File: src/p4mux_pkg.sv
package p4mux_pkg;
  // register byte addresses on the apb slave
  localparam logic [11:0] P4MUX_LATCH_OFS = 12'h000;
  localparam logic [11:0] P4MUX_DIR_OFS = 12'h004;
  localparam logic [11:0] P4MUX_CTRL_OFS = 12'h008;
  localparam logic [11:0] P4MUX_PIN_OFS = 12'h00c;
  // reset values
  localparam logic [7:0] P4MUX_LATCH_RST = 8'h00;
  localparam logic [7:0] P4MUX_DIR_RST_MODE1 = 8'h40;
  localparam logic [7:0] P4MUX_DIR_RST_MODE23 = 8'h00;
  localparam logic [7:0] P4MUX_CTRL_RST = 8'h00;
  // field positions
  localparam int P4MUX_CLK_BIT = 6;
  localparam int P4MUX_CTRL_WMS = 0;
  localparam int P4MUX_CTRL_I2C = 1;
  localparam int P4MUX_CTRL_SUBCLOCK_INPUT = 2;
  localparam int P4MUX_CTRL_IO_STROBE_ENABLE = 3;
  localparam int P4MUX_CTRL_IRQA = 4;
  localparam int P4MUX_CTRL_IRQB = 5;
  localparam int P4MUX_CTRL_IRQC = 6;
  localparam int P4MUX_CTRL_TRG = 7;

  // bus strobes arriving from the bus controller, all active low
  typedef struct packed {
    logic address_strobe_n;
    logic io_strobe_n;
    logic write_strobe_n;
    logic read_strobe_n;
  } p4mux_strobe_t;

  // alternate-function inputs taken from the pins
  typedef struct packed {
    logic wait_request_n;
    logic i2c_data_in;
    logic subclock_input;
    logic ext_int_a_n;
    logic ext_int_b_n;
    logic ext_int_c_n;
    logic adc_ext_trigger_n;
  } p4mux_alt_in_t;
endpackage

File: src/p4mux_port.sv
`timescale 1ns/10ps
module p4mux_port
  import p4mux_pkg::*;
(
  // clock and reset
  input wire logic pclk,
  input wire logic presetn,
  // apb slave
  input wire logic psel,
  input wire logic penable,
  input wire logic pwrite,
  input wire logic [11:0] paddr,
  input wire logic [31:0] pwdata,
  input wire logic [3:0] pstrb,
  output logic [31:0] prdata,
  output logic pready,
  output logic pslverr,
  // operating mode and standby
  input wire logic mode1,
  input wire logic expanded_bus_enable,
  input wire logic hw_standby,
  // alternate function sources
  input wire logic sys_clock_out,
  input wire p4mux_strobe_t strobes,
  input wire logic i2c_data_out_low,
  // pins: input, output, output enable (low = driving)
  input wire logic [7:0] pin_in,
  output logic [7:0] pin_out,
  output logic [7:0] pin_oe_n,
  // alternate function inputs to peripherals
  output p4mux_alt_in_t alt_in
);

  logic [7:0] port4_output_latch_reg;
  logic [7:0] port4_direction_reg;
  logic [7:0] ctrl_reg;
  logic [31:0] prdata_reg;
  logic pslverr_reg;
  logic pready_reg;
  logic [7:0] pin_out_reg;
  logic [7:0] oe_n_reg;
  logic [7:0] pin_out_next;
  logic [7:0] oe_n_next;
  p4mux_alt_in_t alt_reg;
  p4mux_alt_in_t alt_next;
  logic [7:0] read_view;
  logic wr_en;
  logic rd_en;
  logic mapped;
  logic mode1_q;

  // writes land on every access phase edge, two per transfer; lane 0 carries the byte
  assign wr_en = psel && penable && pwrite && pstrb[0];
  assign rd_en = psel && penable && !pwrite;
  assign mapped = (paddr == P4MUX_LATCH_OFS) || (paddr == P4MUX_DIR_OFS) ||
                  (paddr == P4MUX_CTRL_OFS) || (paddr == P4MUX_PIN_OFS);

  // mode strap is caught by a clocked process, never inside reset
  always_ff @(posedge pclk or negedge presetn) begin
    if (!presetn) begin
      mode1_q <= 1'b0;
    end else begin
      mode1_q <= mode1;
    end
  end

  // data latch: hw standby clears like reset, sw standby needs no special case
  always_ff @(posedge pclk or negedge presetn) begin
    if (!presetn) begin
      port4_output_latch_reg <= P4MUX_LATCH_RST;
    end else if (hw_standby) begin
      port4_output_latch_reg <= P4MUX_LATCH_RST;
    end else if (wr_en && paddr == P4MUX_LATCH_OFS) begin
      port4_output_latch_reg <= pwdata[7:0];
    end
  end

  // direction: async reset takes mode-2/3 value; mode-1 value is loaded after release
  // and in hw standby, since a strap cannot feed an async reset
  always_ff @(posedge pclk or negedge presetn) begin
    if (!presetn) begin
      port4_direction_reg <= P4MUX_DIR_RST_MODE23;
    end else if (hw_standby) begin
      port4_direction_reg <= mode1 ? P4MUX_DIR_RST_MODE1 : P4MUX_DIR_RST_MODE23;
    end else if (wr_en && paddr == P4MUX_DIR_OFS) begin
      port4_direction_reg <= pwdata[7:0];
    end else if (mode1 && !mode1_q) begin
      port4_direction_reg <= P4MUX_DIR_RST_MODE1;
    end
  end

  // alternate-function enables held in a local control register written over apb
  always_ff @(posedge pclk or negedge presetn) begin
    if (!presetn) begin
      ctrl_reg <= P4MUX_CTRL_RST;
    end else if (hw_standby) begin
      ctrl_reg <= P4MUX_CTRL_RST;
    end else if (wr_en && paddr == P4MUX_CTRL_OFS) begin
      ctrl_reg <= pwdata[7:0];
    end
  end

  // read view: latch where driven, pin where input; bit6 always follows its pin
  always_comb begin
    for (int i = 0; i < 8; i++) begin
      read_view[i] = port4_direction_reg[i] ? port4_output_latch_reg[i] : pin_in[i];
    end
    read_view[P4MUX_CLK_BIT] = pin_in[P4MUX_CLK_BIT];
  end

  // apb answer one cycle after the access phase starts; direction reads as zero
  always_ff @(posedge pclk or negedge presetn) begin
    if (!presetn) begin
      prdata_reg <= 32'h0000_0000;
      pslverr_reg <= 1'b0;
      pready_reg <= 1'b0;
    end else begin
      pready_reg <= psel && penable && !pready_reg;
      pslverr_reg <= psel && penable && !pready_reg && !mapped;
      prdata_reg <= 32'h0000_0000;
      if (rd_en && !pready_reg) begin
        case (paddr)
          P4MUX_LATCH_OFS: prdata_reg <= {24'h000000, read_view};
          P4MUX_CTRL_OFS: prdata_reg <= {24'h000000, ctrl_reg};
          P4MUX_PIN_OFS: prdata_reg <= {24'h000000, pin_in};
          default: prdata_reg <= 32'h0000_0000;
        endcase
      end
    end
  end

  // pin function selection, per bit
  always_comb begin
    pin_out_next = port4_output_latch_reg;
    oe_n_next = ~port4_direction_reg;
    // bit7: wait input, i2c open drain, or port
    if (expanded_bus_enable && ctrl_reg[P4MUX_CTRL_WMS]) begin
      oe_n_next[7] = 1'b1;
    end else if (ctrl_reg[P4MUX_CTRL_I2C]) begin
      pin_out_next[7] = 1'b0;
      oe_n_next[7] = ~i2c_data_out_low;
    end
    // bit6: clock out when dir set, otherwise input (port or subclock)
    pin_out_next[6] = sys_clock_out;
    oe_n_next[6] = ~port4_direction_reg[6];
    // bits 5..3: bus strobes in expanded modes, direction ignored
    if (expanded_bus_enable) begin
      pin_out_next[5] = ctrl_reg[P4MUX_CTRL_IO_STROBE_ENABLE] ? strobes.io_strobe_n :
                        strobes.address_strobe_n;
      pin_out_next[4] = strobes.write_strobe_n;
      pin_out_next[3] = strobes.read_strobe_n;
      oe_n_next[5:3] = 3'b000;
    end
  end

  // registered pins; a clock out through a flop is delayed one cycle, noted as a limit
  always_ff @(posedge pclk or negedge presetn) begin
    if (!presetn) begin
      pin_out_reg <= 8'h00;
      oe_n_reg <= 8'hff;
    end else if (hw_standby) begin
      pin_out_reg <= 8'h00;
      oe_n_reg <= 8'hff;
    end else begin
      pin_out_reg <= pin_out_next;
      oe_n_reg <= oe_n_next;
    end
  end

  // alternate inputs; inactive level is one for the active-low lines
  always_comb begin
    alt_next.wait_request_n = (expanded_bus_enable && ctrl_reg[P4MUX_CTRL_WMS]) ?
                              pin_in[7] : 1'b1;
    alt_next.i2c_data_in = ctrl_reg[P4MUX_CTRL_I2C] ? pin_in[7] : 1'b1;
    alt_next.subclock_input = (!port4_direction_reg[6] && ctrl_reg[P4MUX_CTRL_SUBCLOCK_INPUT]) ?
                              pin_in[6] : 1'b0;
    alt_next.ext_int_a_n = ctrl_reg[P4MUX_CTRL_IRQA] ? pin_in[2] : 1'b1;
    alt_next.ext_int_b_n = ctrl_reg[P4MUX_CTRL_IRQB] ? pin_in[1] : 1'b1;
    alt_next.ext_int_c_n = ctrl_reg[P4MUX_CTRL_IRQC] ? pin_in[0] : 1'b1;
    alt_next.adc_ext_trigger_n = ctrl_reg[P4MUX_CTRL_TRG] ? pin_in[0] : 1'b1;
  end

  always_ff @(posedge pclk or negedge presetn) begin
    if (!presetn) begin
      alt_reg <= '{wait_request_n: 1'b1, i2c_data_in: 1'b1, subclock_input: 1'b0,
                   ext_int_a_n: 1'b1, ext_int_b_n: 1'b1, ext_int_c_n: 1'b1,
                   adc_ext_trigger_n: 1'b1};
    end else begin
      alt_reg <= alt_next;
    end
  end

  assign prdata = prdata_reg;
  assign pready = pready_reg;
  assign pslverr = pslverr_reg;
  assign pin_out = pin_out_reg;
  assign pin_oe_n = oe_n_reg;
  assign alt_in = alt_reg;

endmodule

File: config.mk
export PLATFORM = sky130hd
export DESIGN_NAME = p4mux_port
export DESIGN_NICKNAME = d
export VERILOG_FILES = /design/src/p4mux_pkg.sv /design/src/p4mux_port.sv
export SDC_FILE = /design/constraint.sdc
export NUM_CORES = 1
export LEC_CHECK = 0
export BUFFER_PORTS_ARGS = -buffer_cell sky130_fd_sc_hd__buf_2
export CAP_MARGIN = 25
export CORE_UTILIZATION = 48
export CTS_BUF_LIST = sky130_fd_sc_hd__clkbuf_8
export CTS_CLUSTER_DIAMETER = 40
export CTS_CLUSTER_SIZE = 10
export DETAILED_ROUTE_END_ITERATION = 8
export HOLD_SLACK_MARGIN = 0.08
export PLACE_DENSITY = 0.83
export RECOVER_POWER = 50
export SYNTH_ARGS = -nofsm -noshare
export SYNTH_HDL_FRONTEND = slang
export SYNTH_SLANG_ARGS = --single-unit
File: constraint.sdc
create_clock -name pclk -period 1.53 [get_ports pclk]
set_input_delay 0.306 -clock pclk [delete_from_list [all_inputs] [get_ports pclk]]
set_output_delay 0.306 -clock pclk [all_outputs]
set_load 0.05 [all_outputs]
After elaboration in Yosys (flattened, before gate mapping):

Index checks and enable logic that the tools add are counted.

* bits of input ports: 70
* bits in registers: 82
* word-level logic and storage cells: 80
* output and inout bits: 57

* reductions and logical operators: 25
* mux-type cells: 33
* equality and inequality tests: 3
* bitwise operators: 3

Operators by type and width (count)
* $mux 8: 10
* $eq 12x4->1 const B: 2
* $pmux 8 s3: 1
* $mux 1: 19
* $logic_and 1x1->1: 13
* $eq 12x3->1 const B: 1
* $logic_not 12->1: 1
* $not 8->8: 1
* $mux 7: 1
* $mux 3: 2
* $logic_not 1->1: 5
* $reduce_bool 2->1: 2
* $logic_or 1x1->1: 3
* $reduce_bool 3->1: 1
* $not 1->1: 2

Longest topological paths before layout:

Gate-level depths: netlist (run 1).

* depth in word-level cells: 6
* gate-level depth with buffers: 5
* depth with buffers taken out: 4

Least setup slack after synthesis (run 1):

OpenSTA, ideal clock, no wires.

* path type: register -> register
* start point: register pready_reg, in the netlist pready
* end point: register prdata_reg[0], in the netlist prdata[0]
* setup slack: -0.097 ns
* clock period less this slack: 1.627 ns
* arrival: 1.554 ns
* stages on the path, launching flop included: 5
* path buffers: 1
* cells stage by stage: dfrtp_1 > nand3b_1 > or4_1 > buf_2 > nor2_1

* cells in the longest elaborated chain, start to end: 3

Ends and longest elaborated chain
* start, declared: line p4mux_port.sv:39 `logic pready_reg;`
* start signal, assigned: line p4mux_port.sv:118 `pready_reg <= psel && penable && !pready_reg;`
* $logic_not 1->1: line p4mux_port.sv:121 `if (rd_en && !pready_reg) begin`
* $logic_and 1x1->1: line p4mux_port.sv:121
* $mux 8: line p4mux_port.sv:121
* end signal, assigned: line p4mux_port.sv:123 `P4MUX_LATCH_OFS: prdata_reg <= {24'h000000, read_view};`
* end signal, assigned: line p4mux_port.sv:124 `P4MUX_CTRL_OFS: prdata_reg <= {24'h000000, ctrl_reg};`
* end signal, assigned: line p4mux_port.sv:125 `P4MUX_PIN_OFS: prdata_reg <= {24'h000000, pin_in};`
* end, declared: line p4mux_port.sv:37 `logic [31:0] prdata_reg;`

No other way between the ends.
A chain may end at the register's enable or synchronous reset.

Worst setup path after layout (run 1):

* start point: register pready_reg, in the netlist pready
* end point: register prdata_reg[3], in the netlist prdata[3]

Same word-level chain as after synthesis.

==> results by stage, run 1 <==
Power:
- Summed over all cells, the static leakage comes to 0.00159 uW.
- The power density normalized to cell area is 963 mW/mm2.
- IR analysis of the VDD net gives a maximum drop of ~0.56 mV.
- The overall power of the completed layout is 3120 uW.

Final layout:
- The library cells used most frequently in the layout, excluding fill and tap cells, are sky130_fd_sc_hd__buf_2, sky130_fd_sc_hd__dfrtp_1, sky130_fd_sc_hd__nor2_1.
- The layout overhead on the synthesized area is 24.0%.
- The net total in the final layout is 389.
- Of the cells placed in the final design, the portion with a size suffix greater than 1 is 0.407.
- Leaving out fill and tap cells, the most frequent cell in the layout is sky130_fd_sc_hd__buf_2.
- The share of the core filled with cells in the final layout is 0.627.
- For this run, the number of standard cells in the final layout without fillers is 394.
- 0 antenna diodes ended up in the layout.

Critical path:
- The category of the most critical setup path is flop to flop.
- STA classifies the critical path endpoint as a flop.
- The worst endpoint required time is 1.79 ns.
- The number of cell instances on the worst register-to-register path is 4.
- The largest fanout on the critical path is 7.
- The data arrival at the endpoint of the critical path is 1.72 ns.
- The kind of launch point of the worst setup path is a flop.

Placement:
- After detailed placement, the design holds a cell count of roughly 380.
- Detailed placement finished with a half-perimeter wire length of between 4 and 5 mm.
- The final estimated routing congestion in global placement is 0.793.
- The count of input and output buffers is 75.

Die:
- The number of rows in the core area is 26.
- The number of primary I/O pins is 127.
- The die span in y is between 70 and 80 um.
- After floorplanning, the core was sized to cover 0.00517 mm2.
- The x dimension of the die is 75.8 um.
- The die area is 0.00575 mm2.
- The initial utilization of the core area, before any placement, comes to 0.506.

CTS:
- The clock root buffer master is sky130_fd_sc_hd__clkbuf_8.
- The CTS tree is done.
- The clock passes through at most 2 buffers.
- Clock-pin slew was measured on the worst setup and hold paths at 0.07 ns.
- The H-tree was split into 3 levels.
- The insertion delay to the later sink of the worst-skew pair is between 0.3 and 0.4 ns.
- Buffers inserted during clock tree synthesis total 9.
- The number of clock sinks is 57.
- The post-CTS setup buffer count is 0.

Synth:
- The share of the synthesized area in the top cell type is 0.411.
- Synthesis handed over a netlist of 229 instances.
- The share of the Yosys chip area taken by registers is 0.552.
- The synthesized netlist contains 32 unique library cells.
- By area the synthesized netlist is led by sky130_fd_sc_hd__dfrtp_1, sky130_fd_sc_hd__dfstp_2, sky130_fd_sc_hd__mux2i_1, sky130_fd_sc_hd__buf_4, sky130_fd_sc_hd__mux2_2.
- The number of synthesized register bits is 57.
- The post-synthesis cell area is 0.00262 mm2.
- The average footprint of a synthesized cell is 11.4 um2.
- The biggest area contributor in the post-synthesis netlist is sky130_fd_sc_hd__dfrtp_1.
- The count of yosys warnings during synthesis is 0.

Global routing:
- Entering global routing, the biggest net connects 47 pins.
- The initial antenna violation count was 0.
- The first global-routing pass estimated between 9 and 10 mm of wire.
- The total overflow left after global routing is 0.
- The number of global-route vias before repair is 1900.
- The total routing usage reported by global routing is 0.220.

Routing:
- In this run, the number of DRC markers left after iteration 0 of detailed routing was 133.
- In this run the remaining antenna-violating nets after routing total 0.
- The first detailed-routing pass ran for 4 iterations.
- In the routed design, unresolved DRC markers number 0.
- The detailed router placed 1993 vias in this run.
- The final wirelength is 5.75 mm.
- Dividing the detail-routed wire length by the instance count gives 14.6 um.
- In the routed layout, each cell is associated on average with a via count of between 5 and 6.

Min path:
- Counting instances, the worst hold path has a depth of 1.
- The worst hold-check path type is primary input to flop.

STA:
- Setup violations remaining at the end of the flow were counted as 0.
- The post-route clock period utilization is 0.949.
- At the pin with the least slew margin, the transition time is 0.696 ns.
- Timing would allow up to 689 MHz.
- The maximum clock skew at final layout is between 0.007 and 0.008 ns.
- The count of pins over their slew limit was 0.
- In this run the tightest slew margin relative to its limit is 0.536.
- The hold violation count in the final report is 0.
- Setup repair after global routing left no endpoint under its margin.
- The worst path in the final design needs a cycle of approximately 1.5 ns, including I/O delays and setup.

Run:
- The number of violations of the max-capacitance limit is 0.

Status:
- The run finished with clean final reports.
## cell families (layout without fill, tap and decap cells)
| kind of cell | count (synthesis) | after routing | synth area share |
|---|---|---|---|
| xor gates and xnor gates | 1 | 1 | 0.00335 |
| buffers and inverters | 36 | 108 | 0.0870 |
| and+or+nand+nor | 78 | 78 | 0.166 |
| DFF | 57 | 57 | 0.552 |
| muxes | 33 | 33 | 0.133 |
| AOI/OAI and AO/OA | 23 | 23 | 0.0564 |
| other | 1 | 24 | 0.00143 |
## metal layers
metal  vias to the layer above  part of all wire  global-route usage
met1                       960              0.38               0.266
met2                       104              0.51               0.366
met3                        12             0.095              0.0728
li1                        917                 -                   -
met5                         -                 0                   0
met4                         0             0.017              0.0844
## path summary, 6_finish.rpt
check / to / slack, ns / start
worst min-delay path: mode1_q / 0.12 / mode1
worst max register to register: prdata[3] / 0.08 / pready
worst min register to register: alt_in[4] / 0.43 / port4_direction_reg[6]
max in group asynchronous: pin_oe_n[4] / 0.27 / presetn
min in group asynchronous: pin_out[6] / 0.54 / presetn
worst max-delay path: prdata[3] / 0.08 / pready
## stage by stage
stage | setup WS [ns] | TNS, ns | hold WS [ns] | cell area [um2]
6_report | 0.0776 | 0 | 0.124 | 3240
5_1_grt | 0.00226 | 0 | 0.129 | 3240
4_1_cts | 0.0610 | 0 | 0.104 | 3260
3_5_place_dp | -0.242 | -2.87 | 0.209 | 3080
3_3_place_gp | -0.194 | -1.84 | 0.199 | 3080
2_1_floorplan | -0.00841 | -0.0588 | 0.0104 | 2700
## layout make-up
cell class                      instances  area (um2)
Inverter                                1        3.75
Clock inverter                          6        27.5
Tap cell                               70        87.6
Sequential cell                        57        1450
Fill cell                             426        1930
Timing Repair Buffer                   91         508
Multi-Input combinational cell        159        1030
Clock buffer                           10         138
## power breakdown
group | total [uW] | switching, uW | internal (uW)
Combinational | 422 | 313 | 110
Sequential | 1540 | 4.98 | 1530
Clock | 1160 | 557 | 606
Total | 3120 | 875 | 2250
## critical path, stage by stage, from the launching register on
cell	delay (ns)
sky130_fd_sc_hd__dfrtp_2	0.39
sky130_fd_sc_hd__nand3b_1	0.16
sky130_fd_sc_hd__or4_1	0.52
sky130_fd_sc_hd__buf_4	0.19
sky130_fd_sc_hd__nor2_1	0.12
## repair_timing
action / 4_1_cts / 5_1_grt
endpoints found under the setup margin: 0 / 1
resized for setup: 0 / 1
hold endpoints to repair: 9 / 0
hold buffers: 1 / 0
## Yosys cell counts
| cell type | number |
|---|---|
| sky130_fd_sc_hd__dfrtp_1 | 43 |
| sky130_fd_sc_hd__nor2_1 | 28 |
| sky130_fd_sc_hd__buf_4 | 24 |
| sky130_fd_sc_hd__mux2i_1 | 18 |
| sky130_fd_sc_hd__mux2_2 | 15 |
| sky130_fd_sc_hd__dfstp_2 | 14 |
| sky130_fd_sc_hd__nand2b_1 | 11 |
| sky130_fd_sc_hd__a21oi_1 | 10 |
| sky130_fd_sc_hd__nand2_1 | 9 |
| sky130_fd_sc_hd__nand3_1 | 8 |
| sky130_fd_sc_hd__a22oi_1 | 7 |
| sky130_fd_sc_hd__clkbuf_1 | 6 |
| sky130_fd_sc_hd__nor2b_1 | 5 |
| sky130_fd_sc_hd__and4_1 | 3 |
| sky130_fd_sc_hd__buf_1 | 3 |
| sky130_fd_sc_hd__o21bai_1 | 3 |
| sky130_fd_sc_hd__buf_2 | 2 |
| sky130_fd_sc_hd__nand3b_1 | 2 |
| sky130_fd_sc_hd__nand4_1 | 2 |
| sky130_fd_sc_hd__nor4_1 | 2 |
| sky130_fd_sc_hd__nor4_4 | 2 |
| sky130_fd_sc_hd__nor4b_1 | 2 |
| sky130_fd_sc_hd__a211o_1 | 1 |
| sky130_fd_sc_hd__a211oi_1 | 1 |
| sky130_fd_sc_hd__a31oi_1 | 1 |
| sky130_fd_sc_hd__and3b_1 | 1 |
| sky130_fd_sc_hd__conb_1 | 1 |
| sky130_fd_sc_hd__inv_1 | 1 |
| sky130_fd_sc_hd__nor3b_1 | 1 |
| sky130_fd_sc_hd__or2_2 | 1 |
| sky130_fd_sc_hd__or4_1 | 1 |
| sky130_fd_sc_hd__xnor2_1 | 1 |
Power figures use the tool's default switching activity.
==> inputs of run 2 (changes only) <==
--- a/config.mk
+++ b/config.mk
@@ -5,6 +5,7 @@
 export SDC_FILE = /design/constraint.sdc
 export NUM_CORES = 1
 export LEC_CHECK = 0
+export ABC_CLOCK_PERIOD_IN_PS = 1530
 export BUFFER_PORTS_ARGS = -buffer_cell sky130_fd_sc_hd__buf_2
 export CAP_MARGIN = 25
 export CORE_UTILIZATION = 48
@@ -12,6 +13,7 @@
 export CTS_CLUSTER_DIAMETER = 40
 export CTS_CLUSTER_SIZE = 10
 export DETAILED_ROUTE_END_ITERATION = 8
+export GPL_TIMING_DRIVEN = 0
 export HOLD_SLACK_MARGIN = 0.08
 export PLACE_DENSITY = 0.83
 export RECOVER_POWER = 50
==> results by stage, run 2 (synthesis gave the netlist of run 1 again) <==
Status:
- Result of the run: complete, no violations (unchanged).

Global routing:
- The number of global-route vias before repair is 1919 (was 1900).
- The pin count of the biggest net entering global routing is 43 (was 47).
- The global-route wire length before repair is 9.23 mm (was 9.00 mm).
- The global-route congestion overflow total is 0 (unchanged).
- The total routing usage reported by global routing is 0.227 (was 0.220).
- The initial antenna violation count came to 0 (unchanged).

Critical path:
- The endpoint class of the critical path was a flop (unchanged).
- The category of the most critical setup path is primary input to flop (was flop to flop).
- The data arrival at the endpoint of the critical path is 1.77 ns (was 1.72 ns).
- The worst endpoint required time came to 1.79 ns (about the same).
- The largest fanout on the critical path was 7 (unchanged).
- The kind of launch point of the worst setup path was a primary input (was flop).

STA:
- The maximum clock skew at final layout is 0.00960 ns (was 0.00730 ns).
- The post-route clock period utilization is 0.985 (was 0.949).
- The headroom to the max-slew limit is 0.581 (was 0.536).
- The transition time of the tightest slew-check pin is 0.626 ns (was 0.696 ns).
- The count of pins over their slew limit is 0 (unchanged).
- The maximum operating frequency was 663 MHz (was 689 MHz).
- The hold violation count in the final report came to 0 (unchanged).
- Setup repair after global routing missed its margin: true (was false).
- The post-route minimum period is 1.51 ns (was 1.45 ns).
- The count of final setup violators is 0 (unchanged).

Power:
- The internal power of the cells is 2330 uW (was 2250 uW).
- The power share of the clock group is 0.371 (was 0.373).
- The worst-case vdd ir drop is 0.452 mV (was 0.563 mV).
- The combinational power share is 0.148 (was 0.135).
- The reported net switching power was 874 uW (was 875 uW).
- The power density normalized to cell area was 934 mW/mm2 (was 963 mW/mm2).
- The net switching share of the total power is 0.273 (was 0.280).
- The total leakage power was 0.00172 uW (was 0.00159 uW).
- The power share of the sequential group came to 0.480 (was 0.492).
- The overall power of the completed layout came to 3200 uW (was 3120 uW).

Final layout:
- The net total in the final layout is 413 (was 389).
- The commonest non-fill, non-tap cell in the layout is sky130_fd_sc_hd__buf_2 (unchanged).
- The share of the core filled with cells in the final layout came to 0.662 (was 0.627).
- The layout overhead on the synthesized area was 30.9% (was 24.0%).
- The final non-filler cell area is 0.00343 mm2 (was 0.00324 mm2).
- Top library cells by usage in the layout, fill and taps aside: sky130_fd_sc_hd__buf_2, sky130_fd_sc_hd__dfrtp_1, sky130_fd_sc_hd__buf_4 (was sky130_fd_sc_hd__buf_2, sky130_fd_sc_hd__dfrtp_1, sky130_fd_sc_hd__nor2_1).
- The final cell count without fillers was 418 (was 394).
- The count of inserted antenna diode cells came to 0 (unchanged).
- The fraction of final layout cells sized beyond drive strength 1 is 0.443 (was 0.407).

Routing:
- The detailed router's first-iteration violation count is 109 (was 133).
- The via count of the routed design is 2047 (was 1993).
- The antenna violation net count after detailed routing is 0 (unchanged).
- The average routed wire per standard cell is 14.2 um (was 14.6 um).
- The number of detailed-route iterations in the first pass was 4 (unchanged).
- The final wirelength came to 5.93 mm (was 5.75 mm).
- The number of remaining DRC errors is 0 (unchanged).
- The vias per cell is 4.90 (was 5.06).

Min path:
- The worst hold-check path type is primary input to flop (unchanged).

CTS:
- The H-tree level count came to 3 (unchanged).
- The clock root buffer master is sky130_fd_sc_hd__clkbuf_8 (unchanged).
- The TritonCTS buffer count is 9 (unchanged).
- The number of clock sinks came to 57 (unchanged).
- The insertion delay to the later sink of the worst-skew pair is 0.34 ns (about the same).
- The number of buffers between clock root and the deepest sink is 2 (unchanged).
- The CTS tree is done (unchanged).
- The clock transition at the registers of the reported paths is 0.06 ns (was 0.07 ns).

Die:
- The x dimension of the die is 75.8 um (unchanged).
- The core area came to 0.00517 mm2 (unchanged).
- The die area came to 0.00575 mm2 (unchanged).
- The number of primary I/O pins is 127 (unchanged).
- The starting density of the core is 0.506 (unchanged).
- The die span in y was 75.8 um (unchanged).
- The number of rows in the core area came to 26 (unchanged).

Placement:
- The total cell area at the placement stage is 0.00318 mm2 (was 0.00308 mm2).
- The HPWL reported at the end of detailed placement was 4.15 mm (was 4.10 mm).
- The count of input and output buffers is 74 (was 75).
- The final estimated routing congestion in global placement is 0.786 (was 0.793).
- The total instance count after detailed placement is 397 (was 377).

Run:
- The number of violations of the max-capacitance limit is 0 (unchanged).
-- run 2: path summary, 6_finish.rpt --
check	slack, ns	depth (start not counted)	from	end
setup / recovery	0.02	6	paddr[6]	prdata[4]
hold / removal	0.12	1	mode1	mode1_q
setup reg to reg	0.05	4	pready	prdata[4]
hold reg to reg	0.43	1	ctrl_reg[7]	alt_in[0]
max in group asynchronous	0.22	3	presetn	pin_oe_n[3]
min in group asynchronous	0.40	2	presetn	port4_direction_reg[6]
-- run 2: timing repair --
action                                  4_1_cts  5_1_grt
resized for setup                             2       12
hold buffers                                  1        0
gates cloned                                  0        0
pin swaps                                     1        4
endpoints found under the setup margin        9       17
hold endpoints to repair                     12        0
buffers inserted                              2        3
-- run 2: routing by layer --
layer  vias to the layer above  GRT usage  wire length [um]
li1                        967          -                 -
met1                       976      0.269              2460
met2                        90      0.368              2960
met3                        14     0.0529               401
met4                         0      0.152               104
met5                         -          0                 0
-- run 2: power by group through the flow --
stage	Clock [uW]	Combinational, uW	Sequential (uW)
floorplan	0	267	1610
global placement	0	452	1560
detailed placement	0	465	1560
CTS	1200	470	1540
global route	1260	507	1540
finish	1190	474	1540
-- run 2: stage by stage --
stage               setup WS (ns)  setup TNS (ns)  hold WS [ns]
global route              -0.0710          -0.424         0.132
detailed placement         -0.404           -8.61         0.246
floorplan                -0.00841         -0.0588        0.0104
global placement           -0.354           -7.75         0.410
finish                     0.0226               0         0.122
CTS                       0.00754               0         0.105
-- run 2: layout make-up --
cell class	instances	area, um2
clock buffer	11	151
buffer	34	231
clock inverter	5	18.8
timing repair buffer	81	432
multi-input combinational	159	1060
sequential	57	1450
inverter	1	3.75
fill	398	1750
tap	70	87.6
-- run 2: critical path: stages --
cell and delay, ns:
sky130_fd_sc_hd__buf_2 0.11, sky130_fd_sc_hd__nor4_4 0.37, sky130_fd_sc_hd__nand3_1 0.18, sky130_fd_sc_hd__or4_4 0.53, sky130_fd_sc_hd__buf_8 0.16, sky130_fd_sc_hd__nor2_2 0.11
==> inputs of run 3 (changes only) <==
--- a/config.mk
+++ b/config.mk
@@ -5,17 +5,17 @@
 export SDC_FILE = /design/constraint.sdc
 export NUM_CORES = 1
 export LEC_CHECK = 0
-export ABC_CLOCK_PERIOD_IN_PS = 1530
+export ABC_CLOCK_PERIOD_IN_PS = 1900
 export BUFFER_PORTS_ARGS = -buffer_cell sky130_fd_sc_hd__buf_2
 export CAP_MARGIN = 25
-export CORE_UTILIZATION = 48
+export CORE_UTILIZATION = 51
 export CTS_BUF_LIST = sky130_fd_sc_hd__clkbuf_8
 export CTS_CLUSTER_DIAMETER = 40
 export CTS_CLUSTER_SIZE = 10
 export DETAILED_ROUTE_END_ITERATION = 8
 export GPL_TIMING_DRIVEN = 0
 export HOLD_SLACK_MARGIN = 0.08
-export PLACE_DENSITY = 0.83
+export PLACE_DENSITY = 0.87
 export RECOVER_POWER = 50
 export SYNTH_ARGS = -nofsm -noshare
 export SYNTH_HDL_FRONTEND = slang
==> constraint.sdc (replaced) <==
create_clock -name pclk -period 1.9 [get_ports pclk]
set_input_delay 0.38 -clock pclk [delete_from_list [all_inputs] [get_ports pclk]]
set_output_delay 0.38 -clock pclk [all_outputs]
set_load 0.05 [all_outputs]
==> results by stage, run 3 (synthesis gave the netlist of run 1 again) <==
Critical path:
- The data arrival at the endpoint of the critical path is 1.88 ns (was 1.77 ns).
- The worst path buffer plus inverter count came to 1 (was 2).
- The gate family responsible for the most delay along the worst path is simple AND/OR/NAND/NOR gates (unchanged).
- The worst endpoint required time came to 2.10 ns (was 1.79 ns).
- The worst flop-to-flop path startpoint is pready (unchanged).
- The slack of the worst reg-to-reg path is 0.34 ns (was 0.05 ns).
- The endpoint class of the critical path is a flop (unchanged).
- The cell with the largest stage delay on the worst path is sky130_fd_sc_hd__nand4_1 (was sky130_fd_sc_hd__or4_4).
- The number of cell instances on the worst register-to-register path is 4 (unchanged).
- The largest fanout on the critical path came to 7 (unchanged).
- The worst reg2reg path endpoint was prdata[5] (was prdata[4]).
- The critical path's largest stage delay is 0.56 ns (was 0.53 ns).
- The category of the most critical setup path was primary input to flop (unchanged).
- Cell-by-cell listing of the critical path: buf_2 -> nor4_4 -> nand4_1 -> mux2i_1 -> nor2_1 (was buf_2 -> nor4_4 -> nand3_1 -> or4_4 -> buf_8 -> nor2_2).
- The start point of the critical path was paddr[7] (was paddr[6]).
- The kind of launch point of the worst setup path is a primary input (unchanged).

Power:
- The total leakage power was 0.00171 uW (was 0.00172 uW).
- The worst-case vdd ir drop is 0.525 mV (was 0.452 mV).
- The power density normalized to cell area is 871 mW/mm2 (was 934 mW/mm2).

Min path:
- The worst min-delay path endpoint is mode1_q (unchanged).
- The worst hold path depth is 1 (unchanged).
- The worst hold-check path type is primary input to flop (unchanged).
- The startpoint of the worst hold path is mode1 (unchanged).

STA:
- The count of pins over their slew limit is 0 (unchanged).
- Setup repair after global routing missed its margin: false (was true).
- Counting I/O delays and the setup requirement, the final critical path takes 1.68 ns.
- The post-layout worst setup margin is 0.216 ns (was 0.0226 ns).
- The post-route worst hold slack is 0.213 ns (was 0.122 ns).
- The post-route clock period utilization is 0.887.
- The count of final setup violators was 0 (unchanged).
- The headroom to the max-slew limit came to 0.558 (was 0.581).
- Static timing analysis puts the maximum clock frequency at 594 MHz.
- The maximum clock skew at final layout was 0.00729 ns (was 0.00960 ns).
- The summed negative setup slack over all endpoints came to 0 ns (unchanged).
- The hold violation count in the final report was 0 (unchanged).
- The transition time of the tightest slew-check pin is 0.663 ns (was 0.626 ns).

Global routing:
- The global-route wire length before repair came to 9.25 mm (was 9.23 mm).
- The global-route congestion overflow total is 0 (unchanged).
- The met2 layer usage reported by global route came to 0.396 (was 0.368).
- The initial antenna violation count is 0 (unchanged).
- The total routing usage reported by global routing is 0.237 (was 0.227).
- The met1 layer usage reported by global route is 0.293 (was 0.269).
- The met3 capacity usage during global routing is 0.0672 (was 0.0529).
- The number of global-route vias before repair came to 1921 (was 1919).
- The busiest layer in global routing is met2 (unchanged).
- The pin count of the biggest net entering global routing is 34 (was 43).

Die:
- The number of primary I/O pins is 127 (unchanged).
- The x dimension of the die is 73.6 um (was 75.8 um).
- The core area is 0.00482 mm2 (was 0.00517 mm2).
- The number of rows in the core area came to 25 (was 26).
- The die span in y was 73.6 um (was 75.8 um).
- The starting density of the core is 0.543 (was 0.506).
- The die area came to 0.00542 mm2 (was 0.00575 mm2).

Routing:
- The vias per cell is 4.93 (was 4.90).
- The detailed router's first-iteration violation count is 105 (was 109).
- The average routed wire per standard cell came to 14.2 um (about the same).
- The number of remaining DRC errors is 0 (unchanged).
- The antenna violation net count after detailed routing came to 0 (unchanged).
- The final wirelength is 5.82 mm (was 5.93 mm).
- The number of detailed-route iterations in the first pass is 4 (unchanged).
- The via count of the routed design is 2028 (was 2047).

Final layout:
- The commonest non-fill, non-tap cell in the layout is sky130_fd_sc_hd__buf_2 (unchanged).
- The final non-filler cell area came to 0.00341 mm2 (was 0.00343 mm2).
- The layout overhead on the synthesized area came to 30.5% (was 30.9%).
- The count of inserted antenna diode cells came to 0 (unchanged).
- Top library cells by usage in the layout, fill and taps aside: sky130_fd_sc_hd__buf_2, sky130_fd_sc_hd__dfrtp_1, sky130_fd_sc_hd__nor2_1 (was sky130_fd_sc_hd__buf_2, sky130_fd_sc_hd__dfrtp_1, sky130_fd_sc_hd__buf_4).
- The fraction of final layout cells sized beyond drive strength 1 is 0.427 (was 0.443).
- The net total in the final layout came to 409 (was 413).

CTS:
- The post-CTS setup buffer count is 0 (was 2).
- The insertion delay to the later sink of the worst-skew pair is 0.33 ns (was 0.34 ns).
- The clock transition at the registers of the reported paths is 0.06 ns (about the same).
- The post-cts resize count came to 0 (was 2).
- The CTS tree is done (unchanged).
- The number of clock sinks came to 57 (unchanged).
- The clock root buffer master is sky130_fd_sc_hd__clkbuf_8 (unchanged).
- The H-tree level count is 3 (unchanged).
- The number of buffers between clock root and the deepest sink came to 2 (unchanged).
- The TritonCTS buffer count is 9 (unchanged).

Placement:
- The HPWL reported at the end of detailed placement is 4.13 mm (was 4.15 mm).
- The setup slack after placement is -0.0704 ns (was -0.404 ns).
- The total cell area at the placement stage is 0.00318 mm2 (about the same).
- The final estimated routing congestion in global placement came to 0.859 (was 0.786).
- The count of input and output buffers is 74 (unchanged).

Status:
- Result of the run: complete, no violations (unchanged).

Run:
- The number of violations of the max-capacitance limit is 0 (unchanged).
[run 3: worst max path at each step]
stage	endpoint	cells after the start
after detailed placement	port4_output_latch_reg[2]	5
after global placement	prdata[4]	6
after global routing	port4_output_latch_reg[2]	5
final	port4_output_latch_reg[2]	5
after CTS	port4_output_latch_reg[2]	5
after floorplan	prdata[0]	4
[run 3: metal layers]
layer,part of all wire,vias to the layer above
li1,-,959
met1,0.40,970
met2,0.50,91
met3,0.077,8
met4,0.017,0
met5,0,-
[run 3: per-stage QoR]
step | util | cells | total power (uW)
6_report | 0.709 | 411 | 2980
5_1_grt | 0.709 | 411 | 3060
4_1_cts | 0.712 | 411 | 3000
3_5_place_dp | 0.659 | 394 | 1630
3_3_place_gp | 0.655 | 393 | 1620
2_1_floorplan | - | 252 | 1510
[run 3: report_power, final]
group	total [uW]	switching, uW	internal [uW]
logic	374	258	115
clock network	1360	465	899
registers	1240	4.16	1230
total	2980	728	2250
[run 3: cell type report]
type / count / area, um2
buffer: 35 / 224
clock buffer: 10 / 138
clock inverter: 6 / 105
fill: 368 / 1400
inverter: 1 / 3.75
multi-input combinational: 159 / 1030
sequential: 57 / 1440
tap: 67 / 83.8
timing repair buffer: 76 / 385
[run 3: worst register-to-register path, stage by stage (launching register included)]
cell	delay [ns]
sky130_fd_sc_hd__dfrtp_1	0.39
sky130_fd_sc_hd__nand3b_1	0.24
sky130_fd_sc_hd__or4_1	0.52
sky130_fd_sc_hd__buf_2	0.19
sky130_fd_sc_hd__nor2_1	0.14
[run 3: timing repair]
| item | in CTS | in global routing |
|---|---|---|
| endpoints found under the setup margin | 0 | 0 |
| hold endpoints to repair | 15 | 0 |
| hold buffers | 1 | 0 |
